===== src/smc_pkg.sv =====
package smc_pkg;
    // register indexes, 8-bit index space
    localparam logic [7:0] IDX_MISC_ONE  = 8'h16;
    localparam logic [7:0] IDX_FIFO_CTRL = 8'h17;
    localparam logic [7:0] IDX_MISC_TWO  = 8'h1e;
    // misc one fields
    localparam int M1_SUPPLY_SEL  = 1;
    localparam int M1_PULSE_MGMT  = 2;
    localparam int M1_PULSE_SYS   = 3;
    localparam int M1_SPK_EN      = 4;
    localparam int M1_INPACK_EN   = 7;
    localparam logic [7:0] M1_RESET     = 8'h00;
    localparam logic [7:0] M1_WRITE_MSK = 8'hfe;   // bit 0 reserved, reads zero
    // fifo control fields
    localparam int FC_STATUS      = 7;
    localparam logic [6:0] FC_SCRATCH_RESET = 7'h00;
    // misc two fields
    localparam int M2_EXT_CLK     = 0;
    localparam int M2_LOW_POWER   = 1;
    localparam int M2_SUSPEND     = 2;
    localparam int M2_CORE_5V     = 3;
    localparam int M2_TMR_DIV     = 4;
    localparam int M2_RING_OUT    = 7;
    localparam logic [7:0] M2_RESET     = 8'h02;
    // pulse train timing
    localparam int PULSE_NS       = 100;
    localparam int CLK_NS         = 25;
    localparam int PULSE_CYC      = (PULSE_NS + CLK_NS - 1) / CLK_NS;
    localparam logic [3:0] PULSE_LEN = 4'(PULSE_CYC);
endpackage : smc_pkg


===== src/smc_pulse.sv =====
`timescale 1ns/1ps
`default_nettype none
// turns an interrupt level into a level or a repeating low pulse
module smc_pulse
    import smc_pkg::*;
(
    input  wire logic i_clk,
    input  wire logic i_rst_n,
    input  wire logic i_req,       // interrupt request level
    input  wire logic i_pulse,     // pulse mode select
    input  wire logic i_clk_ok,    // some clock is running
    output logic      o_drive,     // value to put on pin
    output logic      o_oe         // pin enable
);
    typedef struct packed {
        logic [3:0] cnt;           // phase counter
        logic       drive;
        logic       oe;
    } smc_pst_t;

    smc_pst_t st;
    smc_pst_t next_st;

    // level mode drives request; pulse mode drives low then releases
    always_comb begin
        next_st = st;
        if (!i_pulse) begin
            next_st.cnt   = 4'h0;
            next_st.drive = i_req;
            next_st.oe    = 1'b1;
        end else if (i_req && i_clk_ok) begin // pulses need a live clock
            next_st.cnt   = (st.cnt == PULSE_LEN) ? 4'h0 : st.cnt + 4'h1;
            next_st.drive = 1'b0;
            next_st.oe    = (st.cnt < PULSE_LEN / 4'h2);
        end else begin
            next_st.cnt   = 4'h0;
            next_st.drive = 1'b0;
            next_st.oe    = 1'b0;          // released so the line can be shared
        end
    end

    // state register
    always_ff @(posedge i_clk or negedge i_rst_n) begin
        if (!i_rst_n) begin
            st <= '0;
        end else begin
            st <= next_st;
        end
    end

    assign o_drive = st.drive;
    assign o_oe    = st.oe;
endmodule : smc_pulse
`default_nettype wire


===== src/smc_regs.sv =====
`timescale 1ns/1ps
`default_nettype none
// How it works
// - supply select picks 5 V or 3.3 V enable
// - management interrupt level or pulse mode
// - system interrupt level or pulse mode
// - pulses need a running clock
// - speaker output is xor of enabled sockets
// - input acknowledge gated by enable bit
// - fifo status reads one when empty
// - writing one flushes the write fifo
// - reset, removal, power off flush fifo
// - external clock used when pci idle
// - low power mode gates clock when idle
// - suspend stops clock, refuses socket access
// - core voltage bit selects input thresholds
// - ring indicate on status change fall
module smc_regs
    import smc_pkg::*;
#(
    parameter int NSOCK = 2                        // sockets
)(
    input  wire logic             i_clk,
    input  wire logic             i_rst_n,
    // indexed register port
    // one strobe per cycle; read data is
    // registered and follows one cycle later
    input  wire logic             i_wr,            // write strobe
    input  wire logic             i_rd,            // read strobe
    input  wire logic             i_sock,          // socket selected by index
    input  wire logic [7:0]       i_idx,           // register index
    input  wire logic [7:0]       i_wdata,
    output logic      [7:0]       o_rdata,         // registered read data
    // socket side
    // all pin inputs are taken as already
    // synchronous to i_clk
    input  wire logic [NSOCK-1:0] i_power_on,      // card power applied
    input  wire logic [NSOCK-1:0] i_card_in,       // card present
    input  wire logic [NSOCK-1:0] i_fifo_push,     // write fifo entry taken
    input  wire logic [NSOCK-1:0] i_fifo_pop,      // write fifo entry drained
    input  wire logic [NSOCK-1:0] i_card_speaker_input,
    input  wire logic [NSOCK-1:0] i_inpack_n,
    input  wire logic [NSOCK-1:0] i_mgmt_irq,
    input  wire logic [NSOCK-1:0] i_sys_irq,
    input  wire logic             i_card_status_change_input,
    input  wire logic             i_irq15,
    input  wire logic             i_pci_busy,      // pci transfer under way
    input  wire logic             i_pci_clk_ok,
    input  wire logic             i_interrupt14_external_clock_pin,
    input  wire logic             i_core_busy,     // internal work pending
    // supply enables are active low; the
    // other outputs are active high, except the ring output and pulse-mode pins, which go low
    output logic      [NSOCK-1:0] o_vcc5_en_n,
    output logic      [NSOCK-1:0] o_vcc3_en_n,
    output logic      [NSOCK-1:0] o_fifo_empty,
    output logic      [NSOCK-1:0] o_inpack_drv,    // use inpack for bus drivers
    output logic      [NSOCK-1:0] o_mgmt_pin,
    output logic      [NSOCK-1:0] o_mgmt_pin_oe,
    output logic      [NSOCK-1:0] o_system_interrupt_pins,
    output logic      [NSOCK-1:0] o_system_interrupt_pins_oe,
    output logic                  o_speaker_output,
    output logic                  o_speaker_output_oe,
    output logic                  o_interrupt15_ring_out_pin,
    output logic                  o_use_ext_clk,
    output logic                  o_clk_gate_en,   // high lets the internal clock run
    output logic                  o_socket_refuse,
    output logic                  o_ttl_thresh,
    output logic                  o_timer_tick     // socket timing clock enable
);
    // 16h and 17h: one copy per socket,
    // picked by i_sock
    // 1eh: one chip-wide copy, i_sock unused
    // other indexes read zero, writes dropped
    // the fifo lives in the socket datapath;
    // here only its fill level is mirrored
    // from the push and pop pulses
    // four bits cover the datapath depth;
    // the level saturates, it never wraps
    // an overflow would be a datapath bug
    // that this mirror does not report
    localparam int CW = 4;                         // fifo count width

    // every flop outside the interrupt shapers is in this struct;
    // comb logic builds next_st, one always_ff
    // copies it, outputs are views of fields
    typedef struct packed {
        logic [NSOCK-1:0][7:0]    m1;              // per socket misc one
        logic [NSOCK-1:0][6:0]    fsc;             // fifo scratch bits
        logic [NSOCK-1:0][CW-1:0] fcnt;            // write fifo fill level
        logic [7:0]               m2;              // chip-wide misc two
        logic [7:0]               rdata;
        logic [NSOCK-1:0]         v5;
        logic [NSOCK-1:0]         v3;
        logic [NSOCK-1:0]         empty;
        logic [NSOCK-1:0]         inpk;
        logic                     spk;
        logic                     spk_oe;
        logic                     sc_q;            // previous status change
        logic                     ri;
        logic                     extc;
        logic                     gate;
        logic                     refuse;
        logic                     ttl;
        logic                     tdiv;            // divide phase
        logic                     tick;
    } smc_st_t;

    // registered state and its next value
    smc_st_t st;
    smc_st_t next_st;
    logic    clk_ok;

    // shared index decode for all write ports
    // true when en is set and idx matches register want
    function automatic logic hit(input logic en, input logic [7:0] idx,
                                 input logic [7:0] want);
        hit = en && (idx == want);
    endfunction : hit

    // pulses are timed from the internal
    // clock, so they need pci clock or the
    // external clock; the pin counts only once
    // enabled as a clock, else it is irq 14
    // with no clock, shapers in pulse mode release pins
    assign clk_ok = i_pci_clk_ok || (st.m2[M2_EXT_CLK] && i_interrupt14_external_clock_pin);

    // per socket interrupt pin shaping
    // two shapers per socket, each with its
    // own level or pulse select bit; they keep
    // their own flops, so pins leave a register
    for (genvar s = 0; s < NSOCK; s++) begin : g_irq
        smc_pulse u_mgmt (
            .i_clk    (i_clk),
            .i_rst_n  (i_rst_n),
            .i_req    (i_mgmt_irq[s]),
            .i_pulse  (st.m1[s][M1_PULSE_MGMT]),
            .i_clk_ok (clk_ok),
            .o_drive  (o_mgmt_pin[s]),
            .o_oe     (o_mgmt_pin_oe[s])
        );
        smc_pulse u_sys (
            .i_clk    (i_clk),
            .i_rst_n  (i_rst_n),
            .i_req    (i_sys_irq[s]),
            .i_pulse  (st.m1[s][M1_PULSE_SYS]),
            .i_clk_ok (clk_ok),
            .o_drive  (o_system_interrupt_pins[s]),
            .o_oe     (o_system_interrupt_pins_oe[s])
        );
    end

    // register file and derived outputs
    // one pass over the sockets: writes, fifo
    // mirror, pin functions; chip fields after
    // flush and push resolve in one place
    // a write is readable the cycle after it
    always_comb begin
        logic spk_x;
        logic any_busy;
        spk_x    = 1'b0;
        any_busy = 1'b0;
        next_st  = st;
        // sockets are independent; only the
        // speaker mix and the busy flag gather
        // results across them
        for (int s = 0; s < NSOCK; s++) begin
            // writes go to the socket named by the index; one chip copy of m2
            if (hit(i_wr && (i_sock == 1'(s)), i_idx, IDX_MISC_ONE)) begin
                next_st.m1[s] = i_wdata & M1_WRITE_MSK;
            end
            if (hit(i_wr && (i_sock == 1'(s)), i_idx, IDX_FIFO_CTRL)) begin
                next_st.fsc[s] = i_wdata[6:0];
            end
            // fifo level follows push and pop
            // push with pop cancels, so the level
            // stays exact at full streaming rate
            if (i_fifo_push[s] && !i_fifo_pop[s] && st.fcnt[s] != '1) begin
                next_st.fcnt[s] = st.fcnt[s] + CW'(1);
            end else if (i_fifo_pop[s] && !i_fifo_push[s] && st.fcnt[s] != '0) begin
                next_st.fcnt[s] = st.fcnt[s] - CW'(1);
            end
            // flush by write, removal or power off; flush beats a push
            // the host asked for an empty fifo, so
            // an entry pushed in that cycle is lost
            if ((hit(i_wr && (i_sock == 1'(s)), i_idx, IDX_FIFO_CTRL) && i_wdata[FC_STATUS])
                || !i_card_in[s] || !i_power_on[s]) begin
                next_st.fcnt[s] = '0;
            end
            next_st.empty[s] = (next_st.fcnt[s] == '0);
            // supply enables, active low
            // the bit only picks which enable goes
            // low; the request itself is i_power_on
            // inpack is honoured only when enabled
            next_st.v5[s] = !(i_power_on[s] && !st.m1[s][M1_SUPPLY_SEL]);
            next_st.v3[s] = !(i_power_on[s] && st.m1[s][M1_SUPPLY_SEL]);
            next_st.inpk[s] = st.m1[s][M1_INPACK_EN] && !i_inpack_n[s];
            if (st.m1[s][M1_SPK_EN]) begin
                spk_x = spk_x ^ i_card_speaker_input[s];
            end
            // any data waiting keeps the clock on
            // in low power mode
            any_busy = any_busy || (st.fcnt[s] != '0);
        end
        // misc two has one chip copy; it takes
        // writes from either socket's index
        // window, i_sock is ignored
        if (hit(i_wr, i_idx, IDX_MISC_TWO)) begin
            next_st.m2 = i_wdata;
        end
        // speaker released only when no socket enables it
        // xor mix: a socket with its enable
        // clear adds nothing to the tone
        next_st.spk    = spk_x;
        next_st.spk_oe = |{st.m1[1][M1_SPK_EN], st.m1[0][M1_SPK_EN]};
        // ring indicate on falling status change, else pass interrupt 15
        // sc_q is last cycle's input; it resets
        // to the idle high level, so a quiet line
        // shows no false fall after reset
        next_st.sc_q = i_card_status_change_input;
        next_st.ri   = st.m2[M2_RING_OUT]
                       ? !(st.sc_q && !i_card_status_change_input)
                       : i_irq15;
        // during a transfer the pci clock runs
        // anyway, so it stays the source then
        next_st.extc   = st.m2[M2_EXT_CLK] && !i_pci_busy;
        // clock runs unless suspended or idle in low power
        // suspend wins; low power lets the clock
        // through while a fifo holds data, the
        // core is busy or pci is busy
        // limitation: the gate is a flop, so it
        // opens one cycle after work appears
        next_st.gate   = !st.m2[M2_SUSPEND]
                         && (!st.m2[M2_LOW_POWER] || any_busy || i_core_busy || i_pci_busy);
        // refusal is a level to the socket
        // cycle logic, held for all of suspend
        next_st.refuse = st.m2[M2_SUSPEND];
        // thresholds only follow the bit; the
        // supply itself is a board choice
        next_st.ttl    = st.m2[M2_CORE_5V];
        // timer tick every cycle or every second cycle
        // tdiv runs free, so turning the divide
        // on may shorten one timer step once
        next_st.tdiv = !st.tdiv;
        next_st.tick = !st.m2[M2_TMR_DIV] || st.tdiv;
        // read mux, status reflects live fifo level
        // data stands only in the cycle after
        // the strobe and is zero otherwise
        // reserved bit 0 is masked on the way out
        next_st.rdata = 8'h00;
        if (i_rd) begin
            case (i_idx)
                IDX_MISC_ONE:  next_st.rdata = st.m1[i_sock] & M1_WRITE_MSK;
                IDX_FIFO_CTRL: next_st.rdata = {st.empty[i_sock], st.fsc[i_sock]};
                IDX_MISC_TWO:  next_st.rdata = st.m2;
                default:       next_st.rdata = 8'h00;
            endcase
        end
    end

    // one register stage for the whole state
    // reset: fifo empty, supplies off, misc
    // two at its low-power default and the
    // ring output at its idle high level
    always_ff @(posedge i_clk or negedge i_rst_n) begin
        if (!i_rst_n) begin
            st       <= '0;
            st.m1    <= {NSOCK{M1_RESET}};
            st.fsc   <= {NSOCK{FC_SCRATCH_RESET}};
            st.m2    <= M2_RESET;
            st.empty <= '1;
            st.v5    <= '1;
            st.v3    <= '1;
            st.sc_q  <= 1'b1;
            st.ri    <= 1'b1;
            st.gate  <= 1'b1;
            st.tick  <= 1'b1;
        end else begin
            // normal run: take the whole next state
            st <= next_st;
        end
    end

    // every output is a plain flop view
    // no output is decoded combinationally,
    // so pads see no glitches
    assign o_rdata                    = st.rdata;
    assign o_vcc5_en_n                = st.v5;
    assign o_vcc3_en_n                = st.v3;
    assign o_fifo_empty               = st.empty;
    assign o_inpack_drv               = st.inpk;
    assign o_speaker_output           = st.spk;
    assign o_speaker_output_oe        = st.spk_oe;
    assign o_interrupt15_ring_out_pin = st.ri;
    assign o_use_ext_clk              = st.extc;
    assign o_clk_gate_en              = st.gate;
    assign o_socket_refuse            = st.refuse;
    assign o_ttl_thresh               = st.ttl;
    assign o_timer_tick               = st.tick;
endmodule : smc_regs
`default_nettype wire


===== config.mk =====
export PLATFORM = sky130hd
export DESIGN_NAME = smc_regs
export DESIGN_NICKNAME = d
export VERILOG_FILES = /design/src/smc_pkg.sv /design/src/smc_pulse.sv /design/src/smc_regs.sv
export SDC_FILE = /design/constraint.sdc
export NUM_CORES = 1
export LEC_CHECK = 0
export BUFFER_PORTS_ARGS = -buffer_cell sky130_fd_sc_hd__buf_4
export CORE_MARGIN = 3
export CORE_UTILIZATION = 50
export CTS_BUF_LIST = sky130_fd_sc_hd__clkbuf_8
export CTS_CLUSTER_SIZE = 16
export DETAILED_ROUTE_END_ITERATION = 16
export PLACE_DENSITY = 0.69
export SYNTH_ARGS = -nofsm -noshare
export SYNTH_HDL_FRONTEND = slang
export SYNTH_SLANG_ARGS = --single-unit

===== constraint.sdc =====
create_clock -name i_clk -period 2.5 [get_ports i_clk]
set_input_delay 0.125 -clock i_clk [delete_from_list [all_inputs] [get_ports i_clk]]
set_output_delay 0.125 -clock i_clk [all_outputs]
set_load 0.03 [all_outputs]

Word level (Yosys, flattened, before mapping)
Index checks and enable logic that the tools add are counted.
Word-level totals
  word-level logic and storage cells: 156
  output and inout port bits: 32
  bits in registers: 94
Operators by class
  magnitude comparators: 5
  reductions and logical operators: 69
  equality and inequality tests: 9
  add/sub/neg operators: 8
  bitwise gates (word level): 2
  mux-type cells: 29
Operator list (number)
  two-way mux 6 bit: 8
  two-way mux 4 bit: 10
  logical AND 1 bit: 31
  adder 4 x 1 -> 4 bit, second input constant: 6
  equality test 8 x 5 -> 1 bit, second input constant: 3
  two-way mux 8 bit: 3
  one-hot mux 8 bit (3 select lines): 1
  logical NOT 1 bit: 23
  equality test 4 x 3 -> 1 bit, second input constant: 4
  < comparator 4 x 2 -> 1 bit, second input constant: 4
  two-way mux 7 bit: 2
  logical OR 1 bit: 10
  logical NOT 4 bit: 2
  inequality test 4 bit, second input constant: 2
  nonzero test 4 bit: 2
  subtractor 4 x 1 -> 4 bit, second input constant: 2
  two-way mux 1 bit: 5
  < comparator 1 x 2 -> 1 bit, second input constant: 1
  OR reduction 2 bit: 1
  NOT 1 bit: 1
  XOR 1 bit: 1

Logic depth before layout (Yosys ltp)
Gate-level depths: netlist of run 1.
  depth after elaboration: 8
  gate-level depth with buffers: 7
  gate-level depth less buffers: 7

Hierarchy
Synthesis of run 1 repeated with hierarchy kept, for this count alone.
Unflattened totals
  cells, all modules: 374
  area, all modules: 4420.5 µm²
Modules (own cells, without submodules)
  smc_regs: sequential area each 1765.4 µm², instances 1, area each 3369.5 µm², cells each 286
  smc_pulse: sequential area each 150.1 µm², instances 4, area each 262.8 µm², cells each 22

Worst setup path before layout of run 1
OpenSTA, ideal clock, no wires.
  kind: in2reg
  start: input port i_idx[5]
  end: register st[57] (netlist bit)
  path buffers: 1
  setup time: 0.125 ns
  data arrival time: 1.818 ns
  required time: 2.375 ns
  setup slack: 0.557 ns
  stages: 5
  cells stage by stage: or4b_4 > or2_4 > or4_4 > buf_6 > mux2_4
On the way
  longest elaborated chain between the ends: 2
Ends and longest elaborated chain
  start, declared: RTL line smc_regs.sv:31  | input wire logic [7:0] i_idx,
  equality test 8 x 5 -> 1 bit: RTL line smc_regs.sv:117  | hit = en && (idx == want);
  logical AND 1 bit: RTL line smc_regs.sv:117
  end signal, assigned: RTL line smc_regs.sv:279  | st <= next_st;
  end, declared: RTL line smc_regs.sv:109  | smc_st_t st;
No other way between the ends.
A chain may end at the register's enable or synchronous reset.

==> results of run 1 <==
==> synthesized netlist by cell type, drive strengths merged (2+ instances only) <==
cell | number | share of area, %
nand2 | 24 | 2.0
mux4 | 7 | 3.6
a32o | 2 | 0.45
nand2b | 5 | 0.71
or4 | 2 | 0.51
nand4 | 4 | 0.56
o21ai | 8 | 0.90
nand3b | 5 | 0.85
dfrtp | 83 | 47
nor2 | 33 | 2.8
ha | 12 | 3.4
xnor2 | 6 | 1.2
o21a | 2 | 0.34
o211ai | 3 | 0.62
o41ai | 4 | 0.79
o2111ai | 2 | 0.40
mux2 | 34 | 9.7
nand3 | 10 | 1.1
xor2 | 5 | 0.99
and4 | 4 | 0.79
buf | 29 | 5.0
mux2i | 6 | 1.4
dfstp | 11 | 6.5
or2 | 2 | 0.34
nor3 | 2 | 0.34
and3b | 2 | 0.40
inv | 18 | 1.5
nor2b | 12 | 1.7
nor3b | 2 | 0.34
a22oi | 7 | 1.2
a31o | 2 | 0.40
==> stage by stage <==
stage                     hold WS (ps)  area [um2]
final                             20.0        5200
after global routing              8.16        5200
after CTS                         6.54        5200
after detailed placement           126        4940
after global placement             122        4940
after floorplan                   -171        4430
==> placed cells by master, fill, tap and decap left out, types with 6 or more instances in the layout <==
cell | synthesis | routed
clkbuf_8 | 0 | 9
a22oi_1 | 7 | 7
mux4_2 | 7 | 7
mux2_2 | 22 | 22
buf_4 | 26 | 77
nand2_1 | 24 | 24
nor2b_1 | 12 | 12
xnor2_1 | 6 | 6
nor2_1 | 33 | 33
o21ai_0 | 8 | 8
dfrtp_1 | 83 | 83
dlygate4sd3_1 | 0 | 7
nand3_1 | 10 | 10
mux2_4 | 12 | 12
inv_1 | 18 | 20
mux2i_1 | 6 | 6
ha_1 | 12 | 12
dfstp_2 | 11 | 11
==> state kept, by name (all words and copies together), names as in the netlist <==
| register | cells |
|---|---|
| o_fifo_empty | 2 |
| o_socket_refuse | 1 |
| o_timer_tick | 1 |
| o_use_ext_clk | 1 |
| o_vcc3_en_n | 2 |
| g_irq.u_sys.st | 8 |
| st | 44 |
| g_irq.u_sys.o_drive | 2 |
| g_irq.u_mgmt.st | 8 |
| g_irq.u_mgmt.o_oe | 2 |
| o_ttl_thresh | 1 |
| g_irq.u_sys.o_oe | 2 |
| g_irq.u_mgmt.o_drive | 2 |
| next_st | 2 |
| o_inpack_drv | 2 |
| o_rdata | 8 |
| o_speaker_output_oe | 1 |
| o_vcc5_en_n | 2 |
| o_interrupt15_ring_out_pin | 1 |
| o_clk_gate_en | 1 |
| o_speaker_output | 1 |
==> final timing paths <==
| check | endpoint | slack [ps] |
|---|---|---|
| min reg2reg | st[1] | 400 |
| max in group asynchronous | st[27] | 1510 |
| max | o_fifo_empty[0] | 460 |
| max reg2reg | o_fifo_empty[0] | 460 |
| min | g_irq[1].u_sys.o_drive | 20 |
| min in group asynchronous | g_irq[1].u_sys.st[4] | 270 |
==> layer usage <==
layer	up-vias	global-route usage, %
met5	-	0
met4	0	4.77
met3	4	4.52
met2	79	31.4
met1	1449	24.5
li1	1370	-
==> area by class of cell <==
cell class | instances | area (um2)
fill | 699 | 3230
sequential | 94 | 2370
tap | 105 | 131
clock buffer | 9 | 124
multi-input combinational | 219 | 1770
clock inverter | 7 | 66.3
inverter | 18 | 67.6
timing repair buffer | 85 | 668
==> worst reg2reg max path: stages (launching register included) <==
cell	delay [ps]
dfrtp_1	470
inv_1	70
ha_1	250
nor3b_1	170
or3b_2	510
mux2i_1	220
a32o_1	160
a31o_2	150
==> power groups by stage <==
| stage | clock network [mW] | logic, mW | registers (mW) |
|---|---|---|---|
| after floorplan | 0 | 0.136 | 1.62 |
| after global placement | 0 | 0.274 | 1.62 |
| after CTS | 1.00 | 0.289 | 1.59 |
| after global routing | 1.06 | 0.313 | 1.59 |
| after detailed placement | 0 | 0.280 | 1.62 |
| final | 0.973 | 0.285 | 1.59 |
==> logic make-up (layout without fill, tap and decap cells) <==
kind of cell | count (synthesis) | count (layout) | share of synthesized area, %
AND/OR/NAND/NOR | 114 | 114 | 14.0
AO/OA/AOI/OAI | 35 | 35 | 5.90
XOR/XNOR | 11 | 11 | 2.17
flip-flops | 94 | 94 | 53.4
buffers and inverters | 48 | 119 | 6.63
adder cells (fa/ha/maj) | 12 | 12 | 3.39
multiplexers | 47 | 47 | 14.6
==> what timing repair did <==
action	4_1_cts	5_1_grt
hold buffers	7	0
hold endpoints to repair	44	0
setup endpoints to repair	0	0
==> impl_metrics.env, run 1 <==
export IMPL_status="finished clean"
export IMPL_r2r_start="st[34]"
export IMPL_power_share_sequential_pct=55.8
export IMPL_power_density_nw_per_um2=548
export IMPL_clockRootBuffer="clkbuf_8"
export IMPL_clk_pin_slew_ps=90
export IMPL_cts_tree="yes"
export IMPL_yosysUniqueCellTypes=50
export IMPL_overflow=0
export IMPL_top_layer="met4"
export IMPL_avgViaCountPerCell=5.40
export IMPL_ys_flop_type="dfrtp_1"
export IMPL_core_area_um2=8420
export IMPL_die_area_um2=10000
export IMPL_grt_max_degree=58
export IMPL_switching_share_pct=24.4
export IMPL_async_flop_share_pct=100
export IMPL_grt_antenna_before_repair=0
export IMPL_power_mw=2.85
export IMPL_slew_viol_final=0
export IMPL_area_growth_pct=17.2
export IMPL_drcViolationCount=0
export IMPL_cp_end_kind="register"
export IMPL_vias=2902
export IMPL_setup_worst_path_start="st[34]"
export IMPL_min_path_type="in -> reg"
export IMPL_required_ps=2800
export IMPL_reg2regPathDepth=7
export IMPL_worst_slack_ps=455
export IMPL_layout_drive_gt1_share_pct=35.9
export IMPL_die_w_um=100
export IMPL_syn_avg_cell_area_um2=12.3
export IMPL_crit_buf_inv=1
export IMPL_antennaDiodeCount=0
export IMPL_rsz0062_at_grt="no"
export IMPL_clock_sinks=94
export IMPL_gp_congestion=0.820
export IMPL_final_core_util_pct=61.7
export IMPL_grt_pass1_vias=3013
export IMPL_intPower_mw=2.15
export IMPL_p_comb_share_pct=10.0
export IMPL_met1Wirelength_um=3840
export IMPL_synth_edf_count=0
export IMPL_crit_family="simple AND/OR/NAND/NOR gates"
export IMPL_worstSkewPairLatency_ps=350
export IMPL_cts_buffer_depth=2
export IMPL_netlist_area_um2=4430
export IMPL_cap_violations=0
export IMPL_holdCritStartpoint="i_sys_irq[1]"
export IMPL_wl_met2_um=4550
export IMPL_ios=75
export IMPL_wirelength_um=8880
export IMPL_max_stage_delay_ps=510
export IMPL_ys_ff_latch=94
export IMPL_pre_cts_ws_ps=378
export IMPL_crit_chain="inv_1 > ha_1 > nor3b_1 > or3b_2 > mux2i_1 > a32o_1 > a31o_2"
export IMPL_worst_pin_slew_ps=682
export IMPL_wl_met3_um=437
export IMPL_cts_resized=0
export IMPL_setup_viol=0
export IMPL_yosys_warnings=0
export IMPL_criticalPathCategory="reg -> reg"
export IMPL_power_switching_uw=694
export IMPL_start_kind="register"
export IMPL_hold_viol=0
export IMPL_skew_ps=7.88
export IMPL_critPathMaxFanout=6
export IMPL_io_buffer_count=74
export IMPL_fin_crit_sh_pct=81.8
export IMPL_dp_hpwl_um=6550
export IMPL_grtUsageTotal_pct=18.7
export IMPL_max_slew_margin_pct=54.4
export IMPL_power_leakage_nw=2.45
export IMPL_worstPathArrival_ps=2340
export IMPL_placed_cells=514
export IMPL_wl_per_cell_um=16.5
export IMPL_drt_initial_drc_count=77
export IMPL_synth_fp_nets=416
export IMPL_stdcell_count=537
export IMPL_p_clk_share_pct=34.2
export IMPL_numCtsBuffers=9
export IMPL_ant_nets=0
export IMPL_dieHeight_um=100
export IMPL_synth_cells=361
export IMPL_hold_path_cell_count=2
export IMPL_post_cts_buffers=0
export IMPL_cp_num_cells=7
export IMPL_synth_seq_area_share_pct=53.4
export IMPL_grt_pass1_wl_um=14700
export IMPL_drt_first_pass_iters=4
export IMPL_ir_drop_mv=0.353
export IMPL_max_freq_ghz=0.489
export IMPL_final_nets=482
export IMPL_rows=33
export IMPL_layout_min_cycle_time_ps=2040
export IMPL_initial_core_util_pct=52.6
export IMPL_h_tree_depth=3
export IMPL_setup_tns_ps=0
export IMPL_crit_slowest_cell="or3b_2"
Power figures use the tool's default switching activity.
==> run 2: changes to the inputs <==
- PLACE_DENSITY: 0.69 -> 0.72
- clock period: 2.5 -> 1.86 ns (I/O delays scaled with it)
==> impl_metrics.env, run 2 (synthesized netlist as in run 1, its figures left out) <==
export IMPL_setup_viol=0
export IMPL_power_share_sequential_pct=54.0
export IMPL_intPower_mw=3.01
export IMPL_globalRouteMet2Util_pct=33.5
export IMPL_ant_nets=0
export IMPL_status="finished clean"
export IMPL_cp_end_kind="register"
export IMPL_cts_tree="yes"
export IMPL_largest_reg_flops=44
export IMPL_gp_congestion=0.794
export IMPL_clock_sinks=94
export IMPL_place_area_um2=5050
export IMPL_stdcell_count=565
export IMPL_fin_area_um2=5470
export IMPL_antennaDiodeCount=0
export IMPL_final_nets=510
export IMPL_p_clk_share_pct=35.2
export IMPL_h_tree_depth=3
export IMPL_worstSkewPairLatency_ps=360
export IMPL_critPathMaxFanout=4
export IMPL_io_buffer_count=74
export IMPL_power_leakage_nw=2.58
export IMPL_placed_cells=529
export IMPL_final_common_cell="buf_4"
export IMPL_switching_share_pct=23.8
export IMPL_layout_min_cycle_time_ps=1750
export IMPL_drt_initial_drc_count=81
export IMPL_final_cell_mix="buf_4, dfrtp_1, nor2_1, nand2_1, mux2_2"
export IMPL_busiest_layer="met2"
export IMPL_p_comb_share_pct=10.9
export IMPL_criticalPathCategory="reg -> reg"
export IMPL_initial_core_util_pct=52.6
export IMPL_drt_first_pass_iters=4
export IMPL_start_kind="register"
export IMPL_rsz0062_at_grt="no"
export IMPL_dp_hpwl_um=6670
export IMPL_final_core_util_pct=64.9
export IMPL_required_ps=2160
export IMPL_area_growth_pct=23.4
export IMPL_clk_pin_slew_ps=90
export IMPL_grt_pass1_wl_um=15000
export IMPL_slew_viol_final=0
export IMPL_grt_pass1_vias=3046
export IMPL_hold_viol=0
export IMPL_pre_cts_ws_ps=-178
export IMPL_max_slew_margin_pct=63.3
export IMPL_grt_antenna_before_repair=0
export IMPL_worst_slack_ps=114
export IMPL_skew_ps=5.61
export IMPL_cts_buffer_depth=2
export IMPL_max_freq_ghz=0.573
export IMPL_worst_pin_slew_ps=549
export IMPL_ir_drop_mv=0.415
export IMPL_power_density_nw_per_um2=722
export IMPL_dieHeight_um=100
export IMPL_min_path_type="in -> reg"
export IMPL_rows=33
export IMPL_worstPathArrival_ps=2050
export IMPL_fin_crit_sh_pct=93.9
export IMPL_regMostFlops="st"
export IMPL_layout_drive_gt1_share_pct=37.6
export IMPL_use_met3_pct=4.93
export IMPL_power_switching_uw=941
export IMPL_power_mw=3.95
export IMPL_wirelength_um=9270
export IMPL_wl_per_cell_um=16.4
export IMPL_clockRootBuffer="clkbuf_8"
export IMPL_die_area_um2=10000
export IMPL_setup_tns_ps=0
export IMPL_core_area_um2=8420
export IMPL_avgViaCountPerCell=5.30
export IMPL_overflow=0
export IMPL_ios=75
export IMPL_use_met1_pct=23.7
export IMPL_drcViolationCount=0
export IMPL_numCtsBuffers=9
export IMPL_grt_max_degree=57
export IMPL_cap_violations=0
export IMPL_die_w_um=100
export IMPL_finalHoldWorstSlack_ps=14.4
export IMPL_vias=2994
export IMPL_grtUsageTotal_pct=19.3
run 2: worst paths after layout:
path / slack (ps) / startpoint / to / cells after the start
worst max register to register: 110 / st[34] / o_fifo_empty[0] / 7
min in group asynchronous: 100 / i_rst_n / g_irq[1].u_sys.o_oe / 2
max in group asynchronous: 1130 / i_rst_n / o_timer_tick / 3
worst min register to register: 410 / st[1] / st[1] / 1
worst max-delay path: 110 / st[34] / o_fifo_empty[0] / 7
worst min-delay path: 10 / i_wdata[3] / st[59] / 2
run 2: final cells by class:
| cell class | count | area [um2] |
|---|---|---|
| tap | 105 | 131 |
| multi-input combinational | 219 | 1790 |
| timing repair buffer | 113 | 911 |
| clock inverter | 5 | 57.6 |
| sequential | 94 | 2370 |
| inverter | 18 | 67.6 |
| fill | 663 | 2950 |
| clock buffer | 11 | 151 |
run 2: worst max-delay path, cell delays in order, from the launching register on:
cell	delay (ps)
dfrtp_1	350
inv_1	50
ha_1	190
nor3b_1	160
or3b_4	410
mux2i_2	210
a32o_1	170
a31o_2	160
run 2: what timing repair did:
item                                    4_1_cts  5_1_grt
endpoints found under the setup margin        0        3
setup buffers                                 0        0
hold endpoints to repair                    118        0
resized for setup                             0        3
hold buffers                                 20        0
run 2: per-layer routing:
layer	routed length [um]	part of all wire [%]
met1	3850	42
met2	4890	53
met3	404	4.4
met4	126	1.4
met5	0	0
run 2: power groups by stage:
stage | combinational (mW) | sequential [mW] | clock, mW
after global placement | 0.386 | 2.17 | 0
after global routing | 0.467 | 2.14 | 1.51
after CTS | 0.430 | 2.13 | 1.42
final | 0.428 | 2.13 | 1.39
after detailed placement | 0.396 | 2.17 | 0
after floorplan | 0.183 | 2.18 | 0
